<file path="src/pbat_cfg.svh">
// pbat_cfg.svh: constants for the processor bus address tenure link
// assumes inclusion by the package and both end modules
`ifndef PBAT_CFG_SVH
`define PBAT_CFG_SVH
`define PBAT_ADDR_W 32
`define PBAT_KIND_W 5
`define PBAT_LEN_W 3
// address bits below a double-word
`define PBAT_DW_LSB 3
// snoop broadcast attributes
`define PBAT_SNOOP_KIND 5'h0a
`define PBAT_SNOOP_LEN 3'h2
// cycles the bridge waits before acknowledging a tenure
`define PBAT_ACK_DELAY 2'h1
`endif

</file>
<file path="src/pbat_pkg.sv">
// pbat_pkg.sv: shared types for both ends of the address tenure link
// assumes pbat_cfg.svh is on the include path
`include "pbat_cfg.svh"
package pbat_pkg;
    typedef logic [`PBAT_ADDR_W-1:0] pbat_addr_t;
    typedef logic [`PBAT_KIND_W-1:0] pbat_kind_t;
    typedef logic [`PBAT_LEN_W-1:0] pbat_len_t;
    // bridge tenure states
    typedef enum logic [4:0] {
        PBAT_IDLE = 5'h01,
        PBAT_GRANT = 5'h02,
        PBAT_ADDR = 5'h04,
        PBAT_SNOOP = 5'h08,
        PBAT_RELEASE = 5'h10
    } pbat_state_e;
endpackage

</file>
<file path="src/pbat_if.sv">
// pbat_if.sv: address tenure wires between bridge and processor master
// assumes the testbench resolves shared lines from the enables
`timescale 1ns/10ps
interface pbat_if;
    import pbat_pkg::*;
    // bus ownership, active low
    logic primary_bus_request_n;
    logic primary_bus_grant_n;
    // start strobes, active low, shared start has per-end drives
    logic br_begin_n_o, br_begin_oe, pm_begin_n_o, pm_begin_oe, transfer_begin_n;
    logic extended_transfer_begin_n;
    logic transfer_error_ack_n;
    // shared address tenure lines
    pbat_addr_t br_addr_o, pm_addr_o, phys_address_bus;
    pbat_kind_t br_kind_o, pm_kind_o, transfer_kind;
    pbat_len_t br_len_o, pm_len_o, transfer_length;
    logic br_burst_n_o, pm_burst_n_o, burst_flag_n;
    logic br_attr_oe, pm_attr_oe;
    // tenure end, driven by bridge
    logic address_phase_ack_n;
    logic address_phase_retry_n;
    modport bridge (
        input primary_bus_request_n, transfer_begin_n, extended_transfer_begin_n,
        input phys_address_bus, transfer_kind, transfer_length, burst_flag_n,
        output primary_bus_grant_n, br_begin_n_o, br_begin_oe, transfer_error_ack_n,
        output br_addr_o, br_kind_o, br_len_o, br_burst_n_o, br_attr_oe,
        output address_phase_ack_n, address_phase_retry_n
    );
    modport master (
        input primary_bus_grant_n, transfer_begin_n, transfer_error_ack_n,
        input phys_address_bus, transfer_kind, transfer_length, burst_flag_n,
        input address_phase_ack_n, address_phase_retry_n,
        output primary_bus_request_n, pm_begin_n_o, pm_begin_oe, extended_transfer_begin_n,
        output pm_addr_o, pm_kind_o, pm_len_o, pm_burst_n_o, pm_attr_oe
    );
endinterface

</file>
<file path="src/pbat_bridge.sv">
// pbat_bridge.sv: bridge end of the processor address tenure
// assumes master end on same clk; control pins resynchronised via pbat_sync
`timescale 1ns/10ps
`include "pbat_cfg.svh"
module pbat_bridge
    import pbat_pkg::*;
(
    // clock and reset
    input wire logic clk,
    input wire logic resetn,
    // processor bus side
    pbat_if.bridge bus,
    // user side: snoop request from the pci path
    input wire logic snoop_req,
    input wire pbat_addr_t snoop_addr,
    input wire logic copyback_req,
    input wire pbat_addr_t copyback_addr,
    output logic snoop_done,
    // user side: policy inputs
    input wire logic tea_enable,
    input wire logic retry_req,
    // user side: captured master tenure
    output logic tenure_valid,
    output pbat_addr_t tenure_addr,
    output pbat_kind_t tenure_kind,
    output pbat_len_t tenure_len,
    output logic tenure_burst,
    output logic tenure_retried
);
    // synchronised pins, active low reset value 1
    logic req_n_s, begin_n_s, xbegin_n_s;
    pbat_sync #(.W(3), .RST(3'h7)) u_sync (
        .clk(clk),
        .resetn(resetn),
        .pin({bus.primary_bus_request_n, bus.transfer_begin_n, bus.extended_transfer_begin_n}),
        .synced({req_n_s, begin_n_s, xbegin_n_s})
    );
    // attribute lines: multi-bit held stable while start is low, so a
    // single resync is not needed; sampled once start is seen
    pbat_state_e state_q, state_d;
    logic grant_n_q, grant_n_d;
    logic begin_n_q, begin_n_d, attr_oe_q, attr_oe_d;
    logic ack_n_q, ack_n_d, retry_n_q, retry_n_d, tea_n_q, tea_n_d;
    pbat_addr_t addr_q, addr_d;
    pbat_kind_t kind_q, kind_d;
    pbat_len_t len_q, len_d;
    logic burst_n_q, burst_n_d;
    logic done_q, done_d, tv_q, tv_d, tr_q, tr_d;
    logic [1:0] wait_q, wait_d;
    logic xprev_q, xprev_d;
    // next state of the tenure engine
    always_comb
    begin
        state_d = state_q;
        grant_n_d = grant_n_q;
        begin_n_d = 1'b1;
        attr_oe_d = attr_oe_q;
        ack_n_d = 1'b1;
        retry_n_d = 1'b1;
        tea_n_d = 1'b1;
        addr_d = addr_q;
        kind_d = kind_q;
        len_d = len_q;
        burst_n_d = burst_n_q;
        done_d = 1'b0;
        tv_d = 1'b0;
        tr_d = 1'b0;
        wait_d = wait_q;
        xprev_d = xbegin_n_s;
        if (!xbegin_n_s && xprev_q && tea_enable)
            tea_n_d = 1'b0;
        case (state_q)
            PBAT_IDLE:
            begin
                // snoop has priority: keeps grant negated while we own bus
                if (snoop_req || copyback_req)
                begin
                    state_d = PBAT_SNOOP;
                    grant_n_d = 1'b1;
                    begin_n_d = 1'b0;
                    attr_oe_d = 1'b1;
                    addr_d = snoop_req ? snoop_addr : copyback_addr;
                    kind_d = `PBAT_SNOOP_KIND;
                    len_d = `PBAT_SNOOP_LEN;
                    burst_n_d = 1'b1;
                    wait_d = `PBAT_ACK_DELAY;
                end
                else if (!req_n_s)
                begin
                    state_d = PBAT_GRANT;
                    grant_n_d = 1'b0;
                end
            end
            PBAT_GRANT:
            begin
                if (!begin_n_s)
                begin
                    state_d = PBAT_ADDR;
                    grant_n_d = 1'b1;
                    addr_d = bus.phys_address_bus;
                    kind_d = bus.transfer_kind;
                    len_d = bus.transfer_length;
                    burst_n_d = bus.burst_flag_n;
                    wait_d = `PBAT_ACK_DELAY;
                end
                else if (req_n_s)
                begin
                    // request withdrawn before start
                    state_d = PBAT_IDLE;
                    grant_n_d = 1'b1;
                end
            end
            PBAT_ADDR:
            begin
                if (wait_q != 2'h0)
                    wait_d = wait_q - 2'h1;
                else
                begin
                    ack_n_d = 1'b0;
                    state_d = PBAT_RELEASE;
                    tv_d = !retry_req;
                    tr_d = retry_req;
                end
            end
            PBAT_SNOOP:
            begin
                if (wait_q != 2'h0)
                    wait_d = wait_q - 2'h1;
                else
                begin
                    ack_n_d = 1'b0;
                    done_d = 1'b1;
                    state_d = PBAT_RELEASE;
                end
            end
            PBAT_RELEASE:
            begin
                // bus floated the cycle after ack
                attr_oe_d = 1'b0;
                // retry in the cycle after ack
                retry_n_d = !tr_q;
                state_d = PBAT_IDLE;
            end
            default:
            begin
                state_d = PBAT_IDLE;
                grant_n_d = 1'b1;
                attr_oe_d = 1'b0;
            end
        endcase
    end
    // register the tenure engine
    always_ff @(posedge clk)
    begin
        if (!resetn)
        begin
            state_q <= PBAT_IDLE;
            grant_n_q <= 1'b1;
            begin_n_q <= 1'b1;
            attr_oe_q <= 1'b0;
            ack_n_q <= 1'b1;
            retry_n_q <= 1'b1;
            tea_n_q <= 1'b1;
            addr_q <= '0;
            kind_q <= '0;
            len_q <= '0;
            burst_n_q <= 1'b1;
            done_q <= 1'b0;
            tv_q <= 1'b0;
            tr_q <= 1'b0;
            wait_q <= 2'h0;
            xprev_q <= 1'b1;
        end
        else
        begin
            state_q <= state_d;
            grant_n_q <= grant_n_d;
            begin_n_q <= begin_n_d;
            attr_oe_q <= attr_oe_d;
            ack_n_q <= ack_n_d;
            retry_n_q <= retry_n_d;
            tea_n_q <= tea_n_d;
            addr_q <= addr_d;
            kind_q <= kind_d;
            len_q <= len_d;
            burst_n_q <= burst_n_d;
            done_q <= done_d;
            tv_q <= tv_d;
            tr_q <= tr_d;
            wait_q <= wait_d;
            xprev_q <= xprev_d;
        end
    end
    // strobe pins driven with low meaning asserted, drive enables with high
    assign bus.primary_bus_grant_n = grant_n_q;
    assign bus.br_begin_n_o = begin_n_q;
    assign bus.br_begin_oe = attr_oe_q;
    assign bus.br_addr_o = addr_q;
    assign bus.br_kind_o = kind_q;
    assign bus.br_len_o = len_q;
    assign bus.br_burst_n_o = burst_n_q;
    assign bus.br_attr_oe = attr_oe_q;
    assign bus.address_phase_ack_n = ack_n_q;
    assign bus.address_phase_retry_n = retry_n_q;
    assign bus.transfer_error_ack_n = tea_n_q;
    assign snoop_done = done_q;
    assign tenure_valid = tv_q;
    assign tenure_retried = tr_q;
    assign tenure_addr = addr_q;
    assign tenure_kind = kind_q;
    assign tenure_len = len_q;
    assign tenure_burst = !burst_n_q;
endmodule

</file>
<file path="src/pbat_sync.sv">
// pbat_sync.sv: two flop synchroniser for pins from the other party
// assumes one clock, synchronous active low reset
`timescale 1ns/10ps
module pbat_sync #(
    parameter int W = 1,
    parameter logic [W-1:0] RST = '1
) (
    // clock and reset
    input wire logic clk,
    input wire logic resetn,
    // pin side and synced side
    input wire logic [W-1:0] pin,
    output logic [W-1:0] synced
);
    logic [W-1:0] meta_q, meta_d, sync_q, sync_d;
    // first stage feeds only the second
    always_comb
    begin
        meta_d = pin;
        sync_d = meta_q;
    end
    always_ff @(posedge clk)
    begin
        if (!resetn)
        begin
            meta_q <= RST;
            sync_q <= RST;
        end
        else
        begin
            meta_q <= meta_d;
            sync_q <= sync_d;
        end
    end
    assign synced = sync_q;
endmodule

</file>
<file path="src/flat_wrapper.sv">
// flat-port wrapper written by rule: the top's interface ports become plain ports
module pbat_bridge_flat import pbat_pkg::*;
  (clk, resetn, snoop_req, snoop_addr, copyback_req, copyback_addr, snoop_done, tea_enable, retry_req, tenure_valid, tenure_addr, tenure_kind, tenure_len, tenure_burst, tenure_retried, bus_primary_bus_request_n, bus_transfer_begin_n, bus_extended_transfer_begin_n, bus_phys_address_bus, bus_transfer_kind, bus_transfer_length, bus_burst_flag_n, bus_primary_bus_grant_n, bus_br_begin_n_o, bus_br_begin_oe, bus_transfer_error_ack_n, bus_br_addr_o, bus_br_kind_o, bus_br_len_o, bus_br_burst_n_o, bus_br_attr_oe, bus_address_phase_ack_n, bus_address_phase_retry_n);
  pbat_if bus_i ();
  input wire logic clk;
  input wire logic resetn;
  input wire logic snoop_req;
  input wire pbat_addr_t snoop_addr;
  input wire logic copyback_req;
  input wire pbat_addr_t copyback_addr;
  output logic snoop_done;
  input wire logic tea_enable;
  input wire logic retry_req;
  output logic tenure_valid;
  output pbat_addr_t tenure_addr;
  output pbat_kind_t tenure_kind;
  output pbat_len_t tenure_len;
  output logic tenure_burst;
  output logic tenure_retried;
  input wire logic [$bits(bus_i.primary_bus_request_n)-1:0] bus_primary_bus_request_n;
  input wire logic [$bits(bus_i.transfer_begin_n)-1:0] bus_transfer_begin_n;
  input wire logic [$bits(bus_i.extended_transfer_begin_n)-1:0] bus_extended_transfer_begin_n;
  input wire logic [$bits(bus_i.phys_address_bus)-1:0] bus_phys_address_bus;
  input wire logic [$bits(bus_i.transfer_kind)-1:0] bus_transfer_kind;
  input wire logic [$bits(bus_i.transfer_length)-1:0] bus_transfer_length;
  input wire logic [$bits(bus_i.burst_flag_n)-1:0] bus_burst_flag_n;
  output wire logic [$bits(bus_i.primary_bus_grant_n)-1:0] bus_primary_bus_grant_n;
  output wire logic [$bits(bus_i.br_begin_n_o)-1:0] bus_br_begin_n_o;
  output wire logic [$bits(bus_i.br_begin_oe)-1:0] bus_br_begin_oe;
  output wire logic [$bits(bus_i.transfer_error_ack_n)-1:0] bus_transfer_error_ack_n;
  output wire logic [$bits(bus_i.br_addr_o)-1:0] bus_br_addr_o;
  output wire logic [$bits(bus_i.br_kind_o)-1:0] bus_br_kind_o;
  output wire logic [$bits(bus_i.br_len_o)-1:0] bus_br_len_o;
  output wire logic [$bits(bus_i.br_burst_n_o)-1:0] bus_br_burst_n_o;
  output wire logic [$bits(bus_i.br_attr_oe)-1:0] bus_br_attr_oe;
  output wire logic [$bits(bus_i.address_phase_ack_n)-1:0] bus_address_phase_ack_n;
  output wire logic [$bits(bus_i.address_phase_retry_n)-1:0] bus_address_phase_retry_n;
  assign bus_i.primary_bus_request_n = bus_primary_bus_request_n;
  assign bus_i.transfer_begin_n = bus_transfer_begin_n;
  assign bus_i.extended_transfer_begin_n = bus_extended_transfer_begin_n;
  assign bus_i.phys_address_bus = bus_phys_address_bus;
  assign bus_i.transfer_kind = bus_transfer_kind;
  assign bus_i.transfer_length = bus_transfer_length;
  assign bus_i.burst_flag_n = bus_burst_flag_n;
  assign bus_primary_bus_grant_n = bus_i.primary_bus_grant_n;
  assign bus_br_begin_n_o = bus_i.br_begin_n_o;
  assign bus_br_begin_oe = bus_i.br_begin_oe;
  assign bus_transfer_error_ack_n = bus_i.transfer_error_ack_n;
  assign bus_br_addr_o = bus_i.br_addr_o;
  assign bus_br_kind_o = bus_i.br_kind_o;
  assign bus_br_len_o = bus_i.br_len_o;
  assign bus_br_burst_n_o = bus_i.br_burst_n_o;
  assign bus_br_attr_oe = bus_i.br_attr_oe;
  assign bus_address_phase_ack_n = bus_i.address_phase_ack_n;
  assign bus_address_phase_retry_n = bus_i.address_phase_retry_n;
  pbat_bridge u_core (.clk(clk), .resetn(resetn), .bus(bus_i), .snoop_req(snoop_req), .snoop_addr(snoop_addr), .copyback_req(copyback_req), .copyback_addr(copyback_addr), .snoop_done(snoop_done), .tea_enable(tea_enable), .retry_req(retry_req), .tenure_valid(tenure_valid), .tenure_addr(tenure_addr), .tenure_kind(tenure_kind), .tenure_len(tenure_len), .tenure_burst(tenure_burst), .tenure_retried(tenure_retried));
endmodule
</file>
<file path="config.mk">
export PLATFORM = sky130hd
export DESIGN_NAME = pbat_bridge_flat
export DESIGN_NICKNAME = d
export VERILOG_FILES = /design/src/pbat_pkg.sv /design/src/pbat_if.sv /design/src/pbat_bridge.sv /design/src/pbat_sync.sv /design/src/flat_wrapper.sv
export VERILOG_INCLUDE_DIRS = /design/src
export SDC_FILE = /design/constraint.sdc
export NUM_CORES = 1
export LEC_CHECK = 0
export ABC_CLOCK_PERIOD_IN_PS = 2300
export BUFFER_PORTS_ARGS = -buffer_cell sky130_fd_sc_hd__buf_2
export CORE_ASPECT_RATIO = 0.9
export CORE_UTILIZATION = 44
export DETAILED_ROUTE_END_ITERATION = 8
export PLACE_DENSITY_LB_ADDON = 0.1
export SYNTH_ARGS = -nofsm -noshare
export SYNTH_HDL_FRONTEND = slang
export SYNTH_SLANG_ARGS = --single-unit
</file>
<file path="constraint.sdc">
create_clock -name clk -period 2.3 [get_ports clk]
set_input_delay 0.115 -clock clk [delete_from_list [all_inputs] [get_ports clk]]
set_output_delay 0.115 -clock clk [all_outputs]
set_load 0.01 [all_outputs]
</file>
After elaboration in Yosys (flattened, before gate mapping)
Cells that the tools add are included.

word-level totals
  output and inout bits = 92
  input port bits = 114
  logic and storage cells = 90
  register bits = 64

cells by class
  bitwise logic cells = 4
  eq/ne operators = 11
  reduce and logical (&&, ||, !) cells = 23
  mux-type cells = 33
  add/subtract/negate cells = 1

operators by type and width
  kind                  number
  $mux W32              3
  $pmux W32 S2          1
  $mux W5               7
  $pmux W5 S3           1
  $mux W1               10
  $pmux W5 S2           1
  $reduce_and A2 Y1     5
  $reduce_and A3 Y1     3
  $reduce_or A3 Y1      3
  $mux W2               3
  $mux W3               2
  $pmux W2 S3           1
  $pmux W3 S2           1
  $eq A5 B1 Y1 const B  1
  $eq A5 B2 Y1 const B  1
  $eq A5 B3 Y1 const B  1
  $eq A5 B4 Y1 const B  1
  $eq A5 B5 Y1 const B  1
  $logic_not A1 Y1      4
  $ne A2 B1 Y1 const B  2
  $ne A2 B2 Y1 const B  2
  $not A1 Y1            4
  $pmux W1 S2           2
  $reduce_and A4 Y1     1
  other kinds (9)       11

Depth between registers and ports, before layout
  word-level depth = 4
  gate-level depth with buffers = 9

Hierarchy
Synthesis repeated with hierarchy kept, for this count alone.

second synthesis, totals
  cells, all modules = 321
  area total of the unflattened synthesis = 3273.1 µm²

by module, submodules not included
  module       area an instance (µm²)  times used  cells each
  pbat_bridge  3115.5                  1           309
  pbat_sync    157.7                   1           12

Worst setup path after synthesis
No wires, ideal clock.

  path type = flip-flop to flip-flop
  from = reg u_core.state_q[1]
  to = reg u_core.kind_q[1] (netlist: u_core.bus.br_kind_o[1])
  slack = 0.709 ns
  arrival = 1.469 ns
  cell stages (with the launch flop) = 9
  clock period less this slack = 1.591 ns
  buffers on the path = 3
  cell sequence = dfxtp_1 -> clkbuf_1 -> nor2_1 -> and3b_2 -> or2_1 -> buf_6 -> buf_6 -> nor2_1 -> nor3b_2

between the ends
  longest elaborated chain between the ends = 3

RTL lines
  what                                                 line                text
  from (decl)                                          pbat_bridge.sv:40   pbat_state_e state_q, state_d;
  from (signal assigned)                               pbat_bridge.sv:176  state_q <= state_d;
  $eq A5 B1 Y1 / $eq A5 B2 Y1 (equally long branches)  pbat_bridge.sv:72   case (state_q)
  $ne A2 B1 Y1 (no line) (tied with other cells)       n/a
  $reduce_and A3 Y1 (no line)                          n/a
  to (signal assigned)                                 pbat_bridge.sv:184  kind_q <= kind_d;
  to (decl)                                            pbat_bridge.sv:45   pbat_kind_t kind_q, kind_d;

Several ways; a longest one is shown, not always the timed one.
A chain may end at the register's enable or synchronous reset.

Final worst setup path
  from = reg u_core.state_q[2]
  to = reg u_core.addr_q[18] (netlist: u_core.bus.br_addr_o[18])

between the ends
  longest elaborated chain between the ends = 3

RTL lines
  what                                                 line                text
  $eq A5 B1 Y1 / $eq A5 B2 Y1 (equally long branches)  pbat_bridge.sv:72
  $ne A2 B1 Y1 (no line) (tied with other cells)       n/a
  $reduce_and A3 Y1 (no line)                          n/a
  to (signal assigned)                                 pbat_bridge.sv:183  addr_q <= addr_d;
  to (decl)                                            pbat_bridge.sv:44   pbat_addr_t addr_q, addr_d;

Several ways; a longest one is shown, not always the timed one.

==> results.sh <==
export IMPL_required_ns=2.56
export IMPL_synthArstFlopShare_pct=0
export IMPL_netlist_instances=391
export IMPL_row_count=30
export IMPL_routed_wl_mm=8.72
export IMPL_crit_fanout=22
export IMPL_vias=3253
export IMPL_status="complete, no violations"
export IMPL_cts_buffer_depth=2
export IMPL_multi_input_area_um2=1760
export IMPL_drt_initial_drc_count=134
export IMPL_cts_tree="yes"
export IMPL_antenna_found_initial=0
export IMPL_cts_inserted_buffers=9
export IMPL_clock_sinks=64
export IMPL_tns_ns=0
export IMPL_finalSetupViolations=0
export IMPL_antenna_cells=0
export IMPL_fin_crit_ns=1.97
export IMPL_internal_power_uw=2230
export IMPL_synthFlopType="dfxtp_1"
export IMPL_post_cts_buffers=0
export IMPL_reg2reg_slack_ns=0.33
export IMPL_grt_usage_pct=20.2
export IMPL_path_clk_slew_ns=0.07
export IMPL_port_buffers=205
export IMPL_drt_pass1_iter_count=4
export IMPL_gp_congestion=0.806
export IMPL_rsz0062_at_grt="false"
export IMPL_cp_start_kind="flip-flop"
export IMPL_die_h_um=86.7
export IMPL_grt_overflow_total=0
export IMPL_fin_crit_sh_pct=85.8
export IMPL_htreeDepth=3
export IMPL_syn_area_per_cell_um2=8.98
export IMPL_hp_class="in2reg"
export IMPL_synth_most_common_cell="nand2_1"
export IMPL_fin_cells=646
export IMPL_fin_util_pct=59.6
export IMPL_clock_latency_ns=0.34
export IMPL_synth_top_area_share_pct=36.5
export IMPL_final_max_slew_violation_count=0
export IMPL_pwr_share_seq_pct=40.3
export IMPL_seqCellArea_um2=1280
export IMPL_vias_per_cell=5.04
export IMPL_ys_warn_count=0
export IMPL_dpl_cell_area_um2=4270
export IMPL_die_x_um=96.1
export IMPL_coreArea_um2=7620
export IMPL_powerDensity_nw_per_um2=708
export IMPL_synth_nets=506
export IMPL_synth_largest_area_cell="dfxtp_1"
export IMPL_grt_pass1_vias=2808
export IMPL_synthesis_area_um2=3510
export IMPL_grt_pass1_wl_mm=12.8
export IMPL_worst_pin_slew_ns=0.572
export IMPL_drcViolationCount=0
export IMPL_fillers=714
export IMPL_yosys_cell_types_count=43
export IMPL_finalHoldViolCount=0
export IMPL_crit_path_end_kind="flip-flop"
export IMPL_synth_edf_count=0
export IMPL_num_io_pins=206
export IMPL_dpl_cell_count=626
export IMPL_ant_nets=0
export IMPL_fin_skew_ns=0.00441
export IMPL_p_clk_share_pct=33.8
export IMPL_start_util_pct=46.1
export IMPL_fin_nets=660
export IMPL_dieArea_um2=8340
export IMPL_leakagePower_uw=0.00234
export IMPL_clockRootBuffer="clkbuf_8"
export IMPL_netlist_top_cells_count="71 x nand2_1, 64 x dfxtp_1, 41 x buf_4"
export IMPL_drive_gt1_share_pct=48.5
export IMPL_drv_cap=0
export IMPL_grt_max_degree=49
export IMPL_max_freq_mhz=507
export IMPL_ir_drop_mv=0.500
export IMPL_pwr_share_comb_pct=25.8
export IMPL_yosys_top_cells_area="dfxtp_1 37%, mux2i_1 9.1%, buf_4 8.8%"
export IMPL_p_total_uw=3210
export IMPL_ys_ff_latch=64
export IMPL_slew_headroom_pct=61.8
export IMPL_dp_hpwl_mm=6.35
export IMPL_swShare_pct=30.5
export IMPL_worstSetupPathType="reg2reg"
export IMPL_routedWlPerCell_um=13.5
export IMPL_area_growth_pct=29.3
export IMPL_p_sw_uw=980
export IMPL_synth_seq_area_share_pct=36.5
export IMPL_critPathArrivalTime_ns=2.23
export IMPL_stdcell_area_um2=4540
[per-stage QoR]
step	hold WS, ns	setup WS (ns)
after floorplan	0.202	0.709
after global placement	0.303	0.160
after detailed placement	0.301	0.0661
after CTS	0.00751	0.0477
after global routing	0.00862	0.205
final	0.0165	0.326
[cell type report]
cell class	instances	share of cell area [%]
clock buffer	10	3.03
clock inverter	6	2.04
tap	96	2.65
multi-input combinational	249	38.8
sequential	64	28.2
timing repair buffer	215	24.8
inverter	6	0.496
[worst paths after layout]
kind,from,endpoint,depth (start not counted)
hold / removal,retry_req,u_core.tenure_retried,2
setup reg to reg,u_core.state_q[2],u_core.bus.br_addr_o[18],7
setup / recovery,u_core.state_q[2],u_core.bus.br_addr_o[18],7
hold reg to reg,u_core.xprev_q,u_core.bus.transfer_error_ack_n,1
[layout by cell type, fill, tap and decap left out, drive strengths merged, types with 6 or more instances in the layout]
cell type	instances
a21boi	32
buf	211
clkbuf	10
dfxtp	64
inv	6
mux2i	32
nand2	71
nand2b	7
nor2	11
nor2b	8
nor3b	6
o211ai	33
o21ai	7
[logic make-up (layout without fill, tap and decap cells)]
kind of cell             after synthesis  after routing  synth area share, %
AND/OR/NAND/NOR                      129            129                 18.1
AO/OA/AOI/OAI                         85             85                 21.5
buffers and inverters                 78            237                 13.9
multiplexers                          32             32                 9.13
adder cells (fa/ha/maj)                1              1                0.356
XOR/XNOR                               2              2                0.499
flip-flops                            64             64                 36.5
[power groups by stage]
| stage | sequential, uW | clock [uW] | combinational (uW) |
|---|---|---|---|
| 3_3_place_gp | 1320 | 0 | 823 |
| 6_report | 1290 | 1090 | 830 |
| 3_5_place_dp | 1320 | 0 | 831 |
| 2_1_floorplan | 1340 | 0 | 591 |
| 4_1_cts | 1300 | 1110 | 838 |
| 5_1_grt | 1310 | 1160 | 919 |
[timing repair]
item / in CTS / in global routing
endpoints found under the setup margin: 0 / 31
gates resized for setup: 0 / 1
hold buffers: 4 / 0
hold endpoints to repair: 4 / 0
[metal layers]
metal	global-route usage (%)	routed length, um	share of wire, %
met1	23.2	3600	41
met2	36.0	4310	49
met3	5.35	713	8.2
met4	6.38	100	1.1
met5	0	0	0
[critical path: stages (launching register included)]
cell,delay [ns]
dfxtp_1,0.51
nor2_2,0.12
and4_1,0.24
buf_4,0.17
nor2_4,0.28
buf_4,0.34
nand2_1,0.08
a21boi_0,0.16
[flip-flops by register name, summed over array words and instances (netlist names), 2 cells and up]
signal / count
u_core.bus.br_len_o: 3
u_core.bus.br_kind_o: 5
u_core.bus.br_addr_o: 32
u_core.wait_q: 2
u_core.u_sync.synced: 3
u_core.state_q: 5
u_core.u_sync.meta_q: 3
Power figures use the tool's default switching activity.
